--- config.mk ---
export PLATFORM = sky130hd
export DESIGN_NAME = sbp_port
export DESIGN_NICKNAME = d
export VERILOG_FILES = /design/src/hw/sbp_pkg.sv /design/src/hw/sbp_sync.sv /design/src/hw/sbp_pin_cell.sv /design/src/hw/sbp_port.sv
export SDC_FILE = /design/constraint.sdc
export NUM_CORES = 1
export LEC_CHECK = 0
export BUFFER_PORTS_ARGS = -buffer_cell sky130_fd_sc_hd__buf_2
export CORE_MARGIN = 4
export CORE_UTILIZATION = 42
export CTS_BUF_LIST = sky130_fd_sc_hd__clkbuf_4 sky130_fd_sc_hd__clkbuf_8 sky130_fd_sc_hd__clkbuf_16
export DETAILED_ROUTE_END_ITERATION = 8
export PLACE_DENSITY = 0.76
export SLEW_MARGIN = 30
export SYNTH_ARGS = -nofsm -noshare
export SYNTH_HDL_FRONTEND = slang
export SYNTH_SLANG_ARGS = --single-unit
export TNS_END_PERCENT = 10
--- constraint.sdc ---
create_clock -name aclk -period 2.4 [get_ports aclk]
set_input_delay 0.24 -clock aclk [delete_from_list [all_inputs] [get_ports aclk]]
set_output_delay 0.24 -clock aclk [all_outputs]
set_load 0.03 [all_outputs]
--- src/hw/sbp_pkg.sv ---
// Package for the six-bit port: register map, field positions, reset values.
// Assumes a 32-bit AXI4-Lite register bus with byte addressing.
`default_nettype none
package sbp_pkg;
  localparam int SBP_DATA_W = 32;
  localparam int SBP_ADDR_W = 8;
  localparam int SBP_PORT_W = 6;
  localparam int SBP_GROUP_W = 8;
  localparam int SBP_CMP_W = 2;

  // Register byte offsets
  localparam logic [SBP_ADDR_W-1:0] SBP_PIN_DATA_OFF = 8'h00;
  localparam logic [SBP_ADDR_W-1:0] SBP_PIN_DIRECTION_OFF = 8'h04;
  localparam logic [SBP_ADDR_W-1:0] SBP_PULLDOWN_OFF = 8'h08;
  localparam logic [SBP_ADDR_W-1:0] SBP_CMP_DRIVE_OFF = 8'h0c;
  localparam logic [SBP_ADDR_W-1:0] SBP_PIN_LEVEL_OFF = 8'h10;
  localparam logic [SBP_ADDR_W-1:0] SBP_OPTIONS_OFF = 8'h14;

  // Field positions inside the pulldown control register
  localparam int SBP_PD_LOWER_GRP_BIT = 6;
  localparam int SBP_PD_UPPER_GRP_BIT = 7;
  // Upper two pins can be driven by the comparators
  localparam int SBP_CMP_PIN_LO = 4;

  // Reset values
  localparam logic [SBP_PORT_W-1:0] SBP_DIRECTION_RST = 6'h00;
  localparam logic [SBP_PORT_W-1:0] SBP_PD_INHIBIT_RST = 6'h00;
  localparam logic SBP_PD_GROUP_RST = 1'b0;
  localparam logic [SBP_CMP_W-1:0] SBP_CMP_DRIVE_RST = 2'h0;

  localparam logic [1:0] SBP_RESP_OKAY = 2'h0;
  localparam logic [1:0] SBP_RESP_SLVERR = 2'h2;

  typedef enum logic [2:0] {
    SBP_SEL_NONE = 3'b000,
    SBP_SEL_DATA = 3'b001,
    SBP_SEL_DIR = 3'b010,
    SBP_SEL_PD = 3'b011,
    SBP_SEL_CMP = 3'b100,
    SBP_SEL_LEVEL = 3'b101,
    SBP_SEL_OPT = 3'b110
  } sbp_sel_t;

  typedef enum logic {
    SBP_WR_IDLE = 1'b0,
    SBP_WR_RESP = 1'b1
  } sbp_wr_state_t;
endpackage : sbp_pkg
`default_nettype wire

--- src/hw/sbp_sync.sv ---
// Two-flop synchroniser for asynchronous pin levels.
// Assumes inputs are static for at least two clocks to be seen.
`default_nettype none
module sbp_sync #(
  parameter int W = 1
) (
  input wire logic aclk,
  input wire logic aresetn,
  input wire logic [W-1:0] async_in,
  output logic [W-1:0] sync_out
);
  typedef struct packed {
    logic [W-1:0] stage1;
    logic [W-1:0] stage2;
  } sbp_sync_st_t;

  sbp_sync_st_t st;
  sbp_sync_st_t next_st;

  always_comb begin
    next_st.stage1 = async_in;
    next_st.stage2 = st.stage1;
    if (!aresetn) begin
      next_st = '0;
    end
  end

  always_ff @(posedge aclk) begin
    st <= next_st;
  end

  // Only the second stage leaves this module
  assign sync_out = st.stage2;
endmodule : sbp_sync
`default_nettype wire

--- src/hw/sbp_pin_cell.sv ---
// One port pin: output buffer, pulldown and read mux.
// Assumes the pin level arrives already synchronised.
`default_nettype none
module sbp_pin_cell (
  input wire logic direction,
  input wire logic latch,
  input wire logic level_sync,
  input wire logic pd_inhibit,
  input wire logic sw_pd_allowed,
  input wire logic alt_drive,
  input wire logic alt_level,
  output logic pin_out,
  output logic pin_oe,
  output logic pin_pulldown_en,
  output logic read_value
);
  always_comb begin
    pin_oe = direction;
    pin_out = alt_drive ? alt_level : latch;
    // Output pins never pull down; option off leaves all pulldowns off
    pin_pulldown_en = sw_pd_allowed && !direction && !pd_inhibit;
    read_value = direction ? latch : level_sync;
  end
endmodule : sbp_pin_cell
`default_nettype wire

--- src/hw/sbp_port.sv ---
// Six-bit general-purpose port with pulldowns, AXI4-Lite register slave.
// Assumes pins and comparator levels are asynchronous; third-port
// direction bits come from logic on aclk.
//
// Decided for this implementation: the AXI4-Lite slave port and the placing of the registers.
`default_nettype none
// Contract
// Output pin drives its data latch bit
// Input pin reads back sampled pin level
// Upper two data/direction bits read zero
// Reset leaves data latches unchanged
// Direction one enables driver, kills pulldown
// Direction zero disables driver, pin input
// Reset clears directions, comparator drive off
// Pulldown register write-only, reads undefined
// Inhibit zero: pulldown on for inputs
// Reset clears all inhibit bits
// Upper group inhibit controls third port high
// Lower group inhibit controls third port low
// Software pulldowns only with build option
// Output pin reads back latch value
// Data latch always writable
// Writes to upper two bits ignored
module sbp_port
  import sbp_pkg::*;
#(
  parameter logic SW_PULLDOWN_EN = 1'b1
) (
  input wire logic aclk,
  input wire logic aresetn,
  input wire logic [sbp_pkg::SBP_ADDR_W-1:0] s_axi_awaddr,
  input wire logic [2:0] s_axi_awprot,
  input wire logic s_axi_awvalid,
  output logic s_axi_awready,
  input wire logic [sbp_pkg::SBP_DATA_W-1:0] s_axi_wdata,
  input wire logic [3:0] s_axi_wstrb,
  input wire logic s_axi_wvalid,
  output logic s_axi_wready,
  output logic [1:0] s_axi_bresp,
  output logic s_axi_bvalid,
  input wire logic s_axi_bready,
  input wire logic [sbp_pkg::SBP_ADDR_W-1:0] s_axi_araddr,
  input wire logic [2:0] s_axi_arprot,
  input wire logic s_axi_arvalid,
  output logic s_axi_arready,
  output logic [sbp_pkg::SBP_DATA_W-1:0] s_axi_rdata,
  output logic [1:0] s_axi_rresp,
  output logic s_axi_rvalid,
  input wire logic s_axi_rready,
  input wire logic [sbp_pkg::SBP_PORT_W-1:0] pin_in,
  output logic [sbp_pkg::SBP_PORT_W-1:0] pin_out,
  output logic [sbp_pkg::SBP_PORT_W-1:0] pin_oe,
  output logic [sbp_pkg::SBP_PORT_W-1:0] pin_pulldown_en,
  input wire logic [sbp_pkg::SBP_CMP_W-1:0] cmp_in,
  input wire logic [sbp_pkg::SBP_GROUP_W-1:0] third_port_direction_reg,
  output logic [sbp_pkg::SBP_GROUP_W-1:0] third_port_pulldown_en
);
  import sbp_pkg::*;

  typedef struct packed {
    logic [SBP_PORT_W-1:0] pin_data_bits;
    logic [SBP_PORT_W-1:0] pin_direction_bits;
    logic [SBP_PORT_W-1:0] pin_pulldown_inhibit_bits;
    logic upper_group_pulldown_inhibit;
    logic lower_group_pulldown_inhibit;
    logic [SBP_CMP_W-1:0] cmp_drive;
    logic aw_have;
    logic [SBP_ADDR_W-1:0] aw_addr;
    logic w_have;
    logic [SBP_DATA_W-1:0] w_data;
    logic w_lane0;
    sbp_wr_state_t wr_state;
    logic [1:0] bresp;
    logic rvalid;
    logic [SBP_DATA_W-1:0] rdata;
    logic [1:0] rresp;
  } sbp_port_st_t;

  sbp_port_st_t st;
  sbp_port_st_t next_st;

  logic [SBP_PORT_W-1:0] pin_level;
  logic [SBP_CMP_W-1:0] cmp_level;
  logic [SBP_PORT_W-1:0] read_value;
  logic [SBP_PORT_W-1:0] alt_drive;
  logic [SBP_PORT_W-1:0] alt_level;

  // Word-aligned decode shared by the read and write paths
  function automatic sbp_sel_t sbp_decode(input logic [SBP_ADDR_W-1:0] addr);
    sbp_sel_t sel;
    sel = SBP_SEL_NONE;
    case ({addr[SBP_ADDR_W-1:2], 2'b00})
      SBP_PIN_DATA_OFF: sel = SBP_SEL_DATA;
      SBP_PIN_DIRECTION_OFF: sel = SBP_SEL_DIR;
      SBP_PULLDOWN_OFF: sel = SBP_SEL_PD;
      SBP_CMP_DRIVE_OFF: sel = SBP_SEL_CMP;
      SBP_PIN_LEVEL_OFF: sel = SBP_SEL_LEVEL;
      SBP_OPTIONS_OFF: sel = SBP_SEL_OPT;
      default: sel = SBP_SEL_NONE;
    endcase
    return sel;
  endfunction : sbp_decode

  sbp_sync #(
    .W(SBP_PORT_W)
  ) u_pin_sync (
    .aclk(aclk),
    .aresetn(aresetn),
    .async_in(pin_in),
    .sync_out(pin_level)
  );

  sbp_sync #(
    .W(SBP_CMP_W)
  ) u_cmp_sync (
    .aclk(aclk),
    .aresetn(aresetn),
    .async_in(cmp_in),
    .sync_out(cmp_level)
  );

  // Comparators may override the latch on the upper two output pins
  always_comb begin
    alt_drive = '0;
    alt_level = '0;
    alt_drive[SBP_PORT_W-1:SBP_CMP_PIN_LO] = st.cmp_drive;
    alt_level[SBP_PORT_W-1:SBP_CMP_PIN_LO] = cmp_level;
  end

  for (genvar i = 0; i < SBP_PORT_W; i++) begin : g_pin
    sbp_pin_cell u_cell (
      .direction(st.pin_direction_bits[i]),
      .latch(st.pin_data_bits[i]),
      .level_sync(pin_level[i]),
      .pd_inhibit(st.pin_pulldown_inhibit_bits[i]),
      .sw_pd_allowed(SW_PULLDOWN_EN),
      .alt_drive(alt_drive[i]),
      .alt_level(alt_level[i]),
      .pin_out(pin_out[i]),
      .pin_oe(pin_oe[i]),
      .pin_pulldown_en(pin_pulldown_en[i]),
      .read_value(read_value[i])
    );
  end

  // Third port pulldowns, one inhibit per nibble
  always_comb begin
    for (int i = 0; i < SBP_GROUP_W; i++) begin
      if (i >= SBP_GROUP_W / 2) begin
        third_port_pulldown_en[i] = SW_PULLDOWN_EN && !third_port_direction_reg[i]
          && !st.upper_group_pulldown_inhibit;
      end else begin
        third_port_pulldown_en[i] = SW_PULLDOWN_EN && !third_port_direction_reg[i]
          && !st.lower_group_pulldown_inhibit;
      end
    end
  end

  logic aw_fire;
  logic w_fire;
  logic ar_fire;
  logic wr_go;
  logic [SBP_ADDR_W-1:0] wr_addr;
  logic [SBP_DATA_W-1:0] wr_data;
  logic wr_lane0;
  sbp_sel_t wr_sel;
  sbp_sel_t rd_sel;
  logic [SBP_DATA_W-1:0] rd_word;
  logic [SBP_PORT_W-1:0] data_keep;

  // Ready only while the address or data slot is empty
  assign s_axi_awready = (st.wr_state == SBP_WR_IDLE) && !st.aw_have;
  assign s_axi_wready = (st.wr_state == SBP_WR_IDLE) && !st.w_have;
  assign s_axi_arready = !st.rvalid;
  assign aw_fire = s_axi_awvalid && s_axi_awready;
  assign w_fire = s_axi_wvalid && s_axi_wready;
  assign ar_fire = s_axi_arvalid && s_axi_arready;

  assign s_axi_bvalid = (st.wr_state == SBP_WR_RESP);
  assign s_axi_bresp = st.bresp;
  assign s_axi_rvalid = st.rvalid;
  assign s_axi_rdata = st.rdata;
  assign s_axi_rresp = st.rresp;

  // Write proceeds once both halves are in, either order
  always_comb begin
    wr_go = (st.aw_have || aw_fire) && (st.w_have || w_fire);
    wr_addr = st.aw_have ? st.aw_addr : s_axi_awaddr;
    wr_data = st.w_have ? st.w_data : s_axi_wdata;
    wr_lane0 = st.w_have ? st.w_lane0 : s_axi_wstrb[0];
    wr_sel = sbp_decode(wr_addr);
  end

  // Read mux; narrow registers zero-extended
  always_comb begin
    rd_sel = sbp_decode(s_axi_araddr);
    rd_word = '0;
    case (rd_sel)
      SBP_SEL_DATA: rd_word[SBP_PORT_W-1:0] = read_value;
      SBP_SEL_DIR: rd_word[SBP_PORT_W-1:0] = st.pin_direction_bits;
      // Stored inhibit bits are not visible; reads return zero
      SBP_SEL_PD: rd_word = '0;
      SBP_SEL_CMP: rd_word[SBP_CMP_W-1:0] = st.cmp_drive;
      SBP_SEL_LEVEL: rd_word[SBP_PORT_W-1:0] = pin_level;
      SBP_SEL_OPT: rd_word[0] = SW_PULLDOWN_EN;
      default: rd_word = '0;
    endcase
  end

  always_comb begin
    next_st = st;
    data_keep = st.pin_data_bits;

    if (aw_fire && !wr_go) begin
      next_st.aw_have = 1'b1;
      next_st.aw_addr = s_axi_awaddr;
    end
    if (w_fire && !wr_go) begin
      next_st.w_have = 1'b1;
      next_st.w_data = s_axi_wdata;
      next_st.w_lane0 = s_axi_wstrb[0];
    end

    case (st.wr_state)
      SBP_WR_IDLE: begin
        if (wr_go) begin
          next_st.aw_have = 1'b0;
          next_st.w_have = 1'b0;
          next_st.wr_state = SBP_WR_RESP;
          next_st.bresp = (wr_sel == SBP_SEL_NONE) ? SBP_RESP_SLVERR : SBP_RESP_OKAY;
          // Only lane 0 holds implemented bits; bits 7:6 dropped except in the pulldown register
          if (wr_lane0) begin
            case (wr_sel)
              // Stored whatever the direction bit says
              SBP_SEL_DATA: next_st.pin_data_bits = wr_data[SBP_PORT_W-1:0];
              SBP_SEL_DIR: next_st.pin_direction_bits = wr_data[SBP_PORT_W-1:0];
              SBP_SEL_PD: begin
                next_st.pin_pulldown_inhibit_bits = wr_data[SBP_PORT_W-1:0];
                next_st.upper_group_pulldown_inhibit = wr_data[SBP_PD_UPPER_GRP_BIT];
                next_st.lower_group_pulldown_inhibit = wr_data[SBP_PD_LOWER_GRP_BIT];
              end
              SBP_SEL_CMP: next_st.cmp_drive = wr_data[SBP_CMP_W-1:0];
              default: begin
              end
            endcase
          end
        end
      end
      SBP_WR_RESP: begin
        if (s_axi_bready) begin
          next_st.wr_state = SBP_WR_IDLE;
        end
      end
      default: next_st.wr_state = SBP_WR_IDLE;
    endcase

    if (ar_fire) begin
      next_st.rvalid = 1'b1;
      next_st.rdata = rd_word;
      next_st.rresp = (rd_sel == SBP_SEL_NONE) ? SBP_RESP_SLVERR : SBP_RESP_OKAY;
    end else if (st.rvalid && s_axi_rready) begin
      next_st.rvalid = 1'b0;
    end

    if (!aresetn) begin
      next_st = '0;
      // Latches survive reset; outputs stay off since directions clear
      next_st.pin_data_bits = data_keep;
      next_st.pin_direction_bits = SBP_DIRECTION_RST;
      next_st.cmp_drive = SBP_CMP_DRIVE_RST;
      next_st.pin_pulldown_inhibit_bits = SBP_PD_INHIBIT_RST;
      next_st.upper_group_pulldown_inhibit = SBP_PD_GROUP_RST;
      next_st.lower_group_pulldown_inhibit = SBP_PD_GROUP_RST;
      next_st.wr_state = SBP_WR_IDLE;
    end
  end

  always_ff @(posedge aclk) begin
    st <= next_st;
  end

  // Protection bits carry no meaning for this slave
  logic unused_prot;
  assign unused_prot = ^{s_axi_awprot, s_axi_arprot, s_axi_wstrb[3:1]};
endmodule : sbp_port
`default_nettype wire

==> results of run 1 <==
sequential cells by signal, summed over array words and instances, names as in the netlist:
| register | flops |
|---|---|
| u_pin_sync.sync_out | 6 |
| s_axi_rvalid | 1 |
| s_axi_rdata | 6 |
| u_cmp_sync.sync_out | 2 |
| st | 31 |
| s_axi_rresp | 1 |
| data_keep | 6 |
| s_axi_bresp | 1 |
| u_pin_sync.st | 6 |
| u_cmp_sync.st | 2 |
| alt_drive | 2 |
| s_axi_bvalid | 1 |
report_power, final:
group / switching (mW) / internal (mW)
clock network: 0.430 / 0.369
registers: 0.0224 / 1.13
logic: 0.254 / 0.123
total: 0.706 / 1.62
per-layer routing:
metal | routed length, µm | GRT usage (%) | up-vias
met5 | 0 | 0 | -
met4 | 163 | 5.33 | 0
met3 | 562 | 6.31 | 20
met2 | 3670 | 27.6 | 88
met1 | 2900 | 18.3 | 1212
li1 | - | - | 1252
critical path: stages, from the launching register on:
cell     delay [ns]
dfxtp_1        0.49
buf_4          0.21
nor2_1         0.10
nor3_1         0.37
a21bo_2        0.31
nor3_4         0.35
mux2i_1        0.24
cell usage in the layout (no fill, tap or decap), drive strengths merged, types with 3 or more instances in the layout:
| cell type | n |
|---|---|
| nor3b | 4 |
| inv | 10 |
| a21oi | 17 |
| conb | 28 |
| mux2i | 23 |
| clkinvlp | 5 |
| a32oi | 4 |
| nand2 | 17 |
| dfxtp | 59 |
| nor2 | 46 |
| and2 | 17 |
| nor4 | 3 |
| o21ai | 4 |
| mux2 | 9 |
| o2bb2ai | 4 |
| nor3 | 15 |
| or4 | 4 |
| nand3 | 4 |
| and3 | 4 |
| buf | 88 |
| o41ai | 3 |
| clkinv | 3 |
| clkbuf | 9 |
| edfxtp | 6 |
worst min-delay path by stage:
stage	startpoint	cells after the start	to	slack, ns
after floorplan	cmp_in[0]	1	u_cmp_sync.st[2]	0.37
after global placement	u_pin_sync.st[10]	1	u_pin_sync.sync_out[4]	0.42
after detailed placement	u_pin_sync.st[8]	1	u_pin_sync.sync_out[2]	0.42
after CTS	cmp_in[0]	2	u_cmp_sync.st[2]	0.09
after global routing	cmp_in[0]	2	u_cmp_sync.st[2]	0.1
final	cmp_in[0]	2	u_cmp_sync.st[2]	0.10
metrics by stage:
| step | hold WS [ns] | instances |
|---|---|---|
| 2_1_floorplan | 0.367 | 379 |
| 3_3_place_gp | 0.421 | 497 |
| 3_5_place_dp | 0.419 | 497 |
| 4_1_cts | 0.0910 | 513 |
| 5_1_grt | 0.0999 | 513 |
| 6_report | 0.103 | 513 |
area by class of cell:
| cell class | count | area (µm²) | share of cell area, % |
|---|---|---|---|
| Multi-Input combinational cell | 234 | 1460 | 40.4 |
| Sequential cell | 65 | 1360 | 37.7 |
| Timing Repair Buffer | 88 | 455 | 12.6 |
| Clock buffer | 9 | 124 | 3.43 |
| Tap cell | 99 | 124 | 3.43 |
| Clock inverter | 7 | 47.5 | 1.32 |
| Inverter | 11 | 41.3 | 1.14 |
logic make-up after synthesis:
kind of cell	count (synthesis)	synth area share [%]
AO/OA/AOI/OAI	49	10.8
flip-flops	65	42.3
multiplexers	32	10.3
buffers and inverters	80	15.9
other	1	0.117
AND/OR/NAND/NOR	125	20.6
==> flow_summary.json, run 1 <==
{
  "status": "finished clean",
  "crit_path_max_fanout": 10,
  "post-synth-top-area-cell": "dfxtp_1",
  "rsz0062_at_grt": "no",
  "number_of_global_route_vias_before_repair": 2426,
  "finalPower_mw": 2.33,
  "pin_count": 148,
  "crit-reg2reg-launch": "st[80]",
  "gpl.final_weighted_congestion": 0.839,
  "antenna_left": 0,
  "die_area_mm2": 0.00913,
  "tritoncts": "built",
  "pin_count_of_the_biggest_net_entering_global_routing": 34,
  "critical_path_origin": "st[80]",
  "cts_sink_count": 65,
  "synthTopCellsByArea": "dfxtp_1 37%, buf_4 13%, mux2i_1 7.2%",
  "skew_ns": 0.00994,
  "final.setup.tns_ns": 0,
  "cts_setup_buffers": 0,
  "timing.setup.critical_path_class": "reg2reg",
  "regToRegEndpoint": "st[94]",
  "post-synth-top-count-cell": "dfxtp_1",
  "yosysWarnings": 0,
  "design_area_mm2": 0.00361,
  "num_vias": 2572,
  "maxCapViolCount": 0,
  "critical_path_required_ns": 2.67,
  "worstSkewPairLatency_ns": 0.34,
  "yosys_most_used_dff": "dfxtp_1",
  "finalSetupViolCount": 0,
  "syn_inst": 352,
  "core_mm2": 0.00733,
  "share_of_the_cycle_needed_by_the_critical_path_after_routing_pct": 89.3,
  "routed_wirelength_um": 7300,
  "floorplan.initialDensity_pct": 43.9,
  "synth-edff-count": 6,
  "hold_buffers": 0,
  "htree_num_levels": 3,
  "synth.top_cells.by_count": "59 x dfxtp_1, 56 x buf_4, 46 x nor2_1",
  "post_route_cells_drive_above_1_share_pct": 29.5,
  "synth_seq_cells": 65,
  "timing.hold.worst.class": "in2reg",
  "root_buffer": "clkbuf_8",
  "setup.worst_path.end": "st[94]",
  "asyncSetResetFlopFracSynth_pct": 0,
  "grt_util_all_layers_pct": 16.1,
  "fmax_ghz": 0.466,
  "timing.critical_path.from_type": "register",
  "fillers": 694,
  "final_max_slew_viol_count": 0,
  "timing.critical_path.arrival_ns": 2.42,
  "setup.reg_to_reg.worst_slack_ns": 0.26,
  "detail_route.drc_violations": 0,
  "maxSlewHeadroom_pct": 57.7,
  "final.min_clock_period_ns": 2.14,
  "post_synth.cell_area_avg_um2": 9.14,
  "number_of_port_buffers": 82,
  "n_antenna_cell": 0,
  "timing.final.ws_setup_ns": 0.256,
  "synth_sequential_area_ratio_pct": 42.3,
  "final_hold_vio_count": 0,
  "maximum_ir_drop_on_the_vdd_rail_v": 0.000326,
  "die_w_um": 95.5,
  "ys_types": 53,
  "num-nets-final": 490,
  "clkTransAtPathRegs_ns": 0.07,
  "num_rows": 31,
  "cellPowerDensity_mw_per_mm2": 645,
  "dp_area_mm2": 0.00343,
  "timing_worst_slew_pin_value_ns": 0.633,
  "cts_buffer_depth": 2,
  "post_cts_resized": 0,
  "cell_area_after_synthesis_mm2": 0.00322,
  "area_growth_pct": 12.2,
  "cts_inserted_buffers": 9,
  "worstSetupEndpointType": "register",
  "synth.top_cell.area_share_pct": 36.7,
  "detail_route.vias_per_cell": 5.01,
  "grt-ovfl-total": 0,
  "grt_antenna_before_repair": 0,
  "global_route_wire_length_before_repair_um": 11400,
  "routed_wire_per_std_cell_um": 14.2,
  "number_of_iterations_in_the_first_detailed_routing_pass": 4,
  "postLayoutCoreUtil_pct": 49.3,
  "worst_r2r_path_depth": 6,
  "die_span_in_y_um": 95.5,
  "place_worst_setup_slack_ns": 0.175,
  "first_iter_violations": 104,
  "post-dp-hpwl_um": 5450,
  "p_leak_nw": 1.53
}
Power figures use the tool's default switching activity.
==> inputs of run 2 (changes only) <==
- ABC_CLOCK_PERIOD_IN_PS: unset -> 2400
- CELL_PAD_IN_SITES_DETAIL_PLACEMENT: unset -> 1
- CELL_PAD_IN_SITES_GLOBAL_PLACEMENT: unset -> 1
- CORE_UTILIZATION: 42 -> 30
- PLACE_DENSITY: 0.76 -> 0.78
==> run 2 against run 1 <==
Fmax up 0.60%; design area rose by 2.3%; sequential share of layout area fell by 0.81 points; global-route usage decreased by 2.8 points.
==> flow_summary.json, run 2 (synthesis results as in run 1) <==
{
  "area_growth_pct": 14.8,
  "number_of_port_buffers": 82,
  "maxSlewHeadroom_pct": 57.6,
  "most_common_cell_on_crit_path": "buf_4",
  "cts_inserted_buffers": 9,
  "hold_buffers": 0,
  "gpl.final_weighted_congestion": 0.783,
  "n_antenna_cell": 0,
  "number_of_iterations_in_the_first_detailed_routing_pass": 4,
  "post_route_cells_drive_above_1_share_pct": 29.5,
  "detail_route.vias_per_cell": 4.65,
  "num_vias": 2559,
  "most-common-layout-cells": "82 x buf_2, 58 x dfxtp_1, 46 x nor2_1",
  "layout.cells.non_filler": 550,
  "die_span_in_y_um": 112,
  "timing.hold.worst.class": "in2reg",
  "maxCapViolCount": 0,
  "critical_path_required_ns": 2.46,
  "detail_route.drc_violations": 0,
  "worstSetupEndpointType": "register",
  "post-dp-hpwl_um": 6430,
  "pin_count": 148,
  "skew_ns": 0.00875,
  "num_rows": 37,
  "global_route_wire_length_before_repair_um": 13500,
  "final.setup.tns_ns": 0,
  "timing.critical_path.arrival_ns": 2.19,
  "worstSkewPairLatency_ns": 0.34,
  "worst_r2r_path_depth": 6,
  "root_buffer": "clkbuf_8",
  "antenna_left": 0,
  "cp.buffers_inverters": 2,
  "setup.reg_to_reg.worst_slack_ns": 0.27,
  "first_iter_violations": 71,
  "final_max_slew_viol_count": 0,
  "dp_cells": 534,
  "cts_sink_count": 65,
  "final_hold_vio_count": 0,
  "maximum_ir_drop_on_the_vdd_rail_v": 0.000241,
  "grt_antenna_before_repair": 0,
  "crit_path_max_fanout": 10,
  "routed_wirelength_um": 8260,
  "p_leak_nw": 1.57,
  "most_common_cell_after_layout_fill_and_taps_aside": "buf_2",
  "whs_ns": 0.102,
  "timing.critical_path.from_type": "register",
  "regToRegEndpoint": "data_keep[0]",
  "status": "finished clean",
  "critical_path_origin": "st[80]",
  "highest_layer": "met4",
  "share_of_the_cycle_needed_by_the_critical_path_after_routing_pct": 88.8,
  "finalSetupViolCount": 0,
  "core_mm2": 0.0104,
  "critical_path_cell_count": 6,
  "met3WireLength_um": 377,
  "die_w_um": 112,
  "num-nets-final": 490,
  "final.min_clock_period_ns": 2.13,
  "die_area_mm2": 0.0124,
  "number_of_global_route_vias_before_repair": 2678,
  "htree_num_levels": 3,
  "timing_worst_slew_pin_value_ns": 0.634,
  "cellPowerDensity_mw_per_mm2": 675,
  "cts_buffer_depth": 2,
  "clkTransAtPathRegs_ns": 0.07,
  "pin_count_of_the_biggest_net_entering_global_routing": 34,
  "grt_util_all_layers_pct": 13.4,
  "crit-reg2reg-launch": "st[80]",
  "cell_by_cell_listing_of_the_critical_path": "buf_4 > and3b_1 > nor4_4 > nor2_1 > nor4_1 > buf_4",
  "grt-ovfl-total": 0,
  "rsz0062_at_grt": "no",
  "fmax_ghz": 0.469,
  "timing.setup.critical_path_class": "reg2reg",
  "largest-register": "st",
  "setup.worst_path.end": "data_keep[0]",
  "met2_wirelength_um": 4350,
  "floorplan.initialDensity_pct": 31.0,
  "tritoncts": "built",
  "slowest_stage_cell_on_the_critical_path": "dfxtp_2",
  "number_of_flip_flops_under_the_largest_register_name": 31,
  "path_delay_family": "simple AND/OR/NAND/NOR gates",
  "routed_wire_per_std_cell_um": 15.0,
  "critical_path.max_stage_delay_ns": 0.38,
  "route.layer.met1.wl_um": 3420
}
run 2: worst register-to-register path, delay by kind of cell (launching register included):
kind,cells,cell delay (ns)
AND/OR/NAND/NOR,4,1.06
buffers and inverters,2,0.40
flip-flops,1,0.38
run 2: worst min path at each step:
stage                           start                endpoint  slack, ns  cells past startpoint
finish                      pin_in[3]        u_pin_sync.st[9]       0.10                      2
detailed placement  u_pin_sync.st[11]  u_pin_sync.sync_out[5]       0.42                      1
global placement    u_pin_sync.st[10]  u_pin_sync.sync_out[4]       0.42                      1
global route                pin_in[3]        u_pin_sync.st[9]       0.11                      2
floorplan                   cmp_in[0]        u_cmp_sync.st[2]       0.37                      1
CTS                         pin_in[3]        u_pin_sync.st[9]       0.09                      2
run 2: cell type report:
class                           count  area (µm²)
Clock buffer                       11         145
Clock inverter                      5        53.8
Fill cell                        1250        6680
Inverter                           11        41.3
Multi-Input combinational cell    234        1470
Sequential cell                    65        1360
Tap cell                          136         170
Timing Repair Buffer               88         455
run 2: metrics by stage:
stage	utilization [%]	area, µm²	power [mW]	setup slack (ns)
detailed placement	33.5	3470	1.56	0.206
floorplan	-	3320	1.49	0.0382
global placement	33.5	3470	1.54	0.287
CTS	35.4	3670	2.52	0.0837
finish	35.6	3690	2.49	0.269
global route	35.6	3690	2.61	0.0792
run 2: metal layers:
layer  vias to the layer above  global-route usage (%)
met5                         -                       0
met4                         0                    4.38
met3                        13                    3.32
met2                        62                    23.8
met1                      1230                    15.7
li1                       1254                       -
run 2: report_power, final:
| group | total, mW | switching, mW | internal [mW] |
|---|---|---|---|
| Combinational | 0.384 | 0.259 | 0.124 |
| Clock | 0.955 | 0.438 | 0.517 |
| Sequential | 1.15 | 0.0224 | 1.13 |
| Total | 2.49 | 0.720 | 1.77 |
run 2: timing repair:
item / CTS / global route
endpoints found under the setup margin: 0 / 8
setup buffers: 0 / 0
resized for setup: 0 / 3
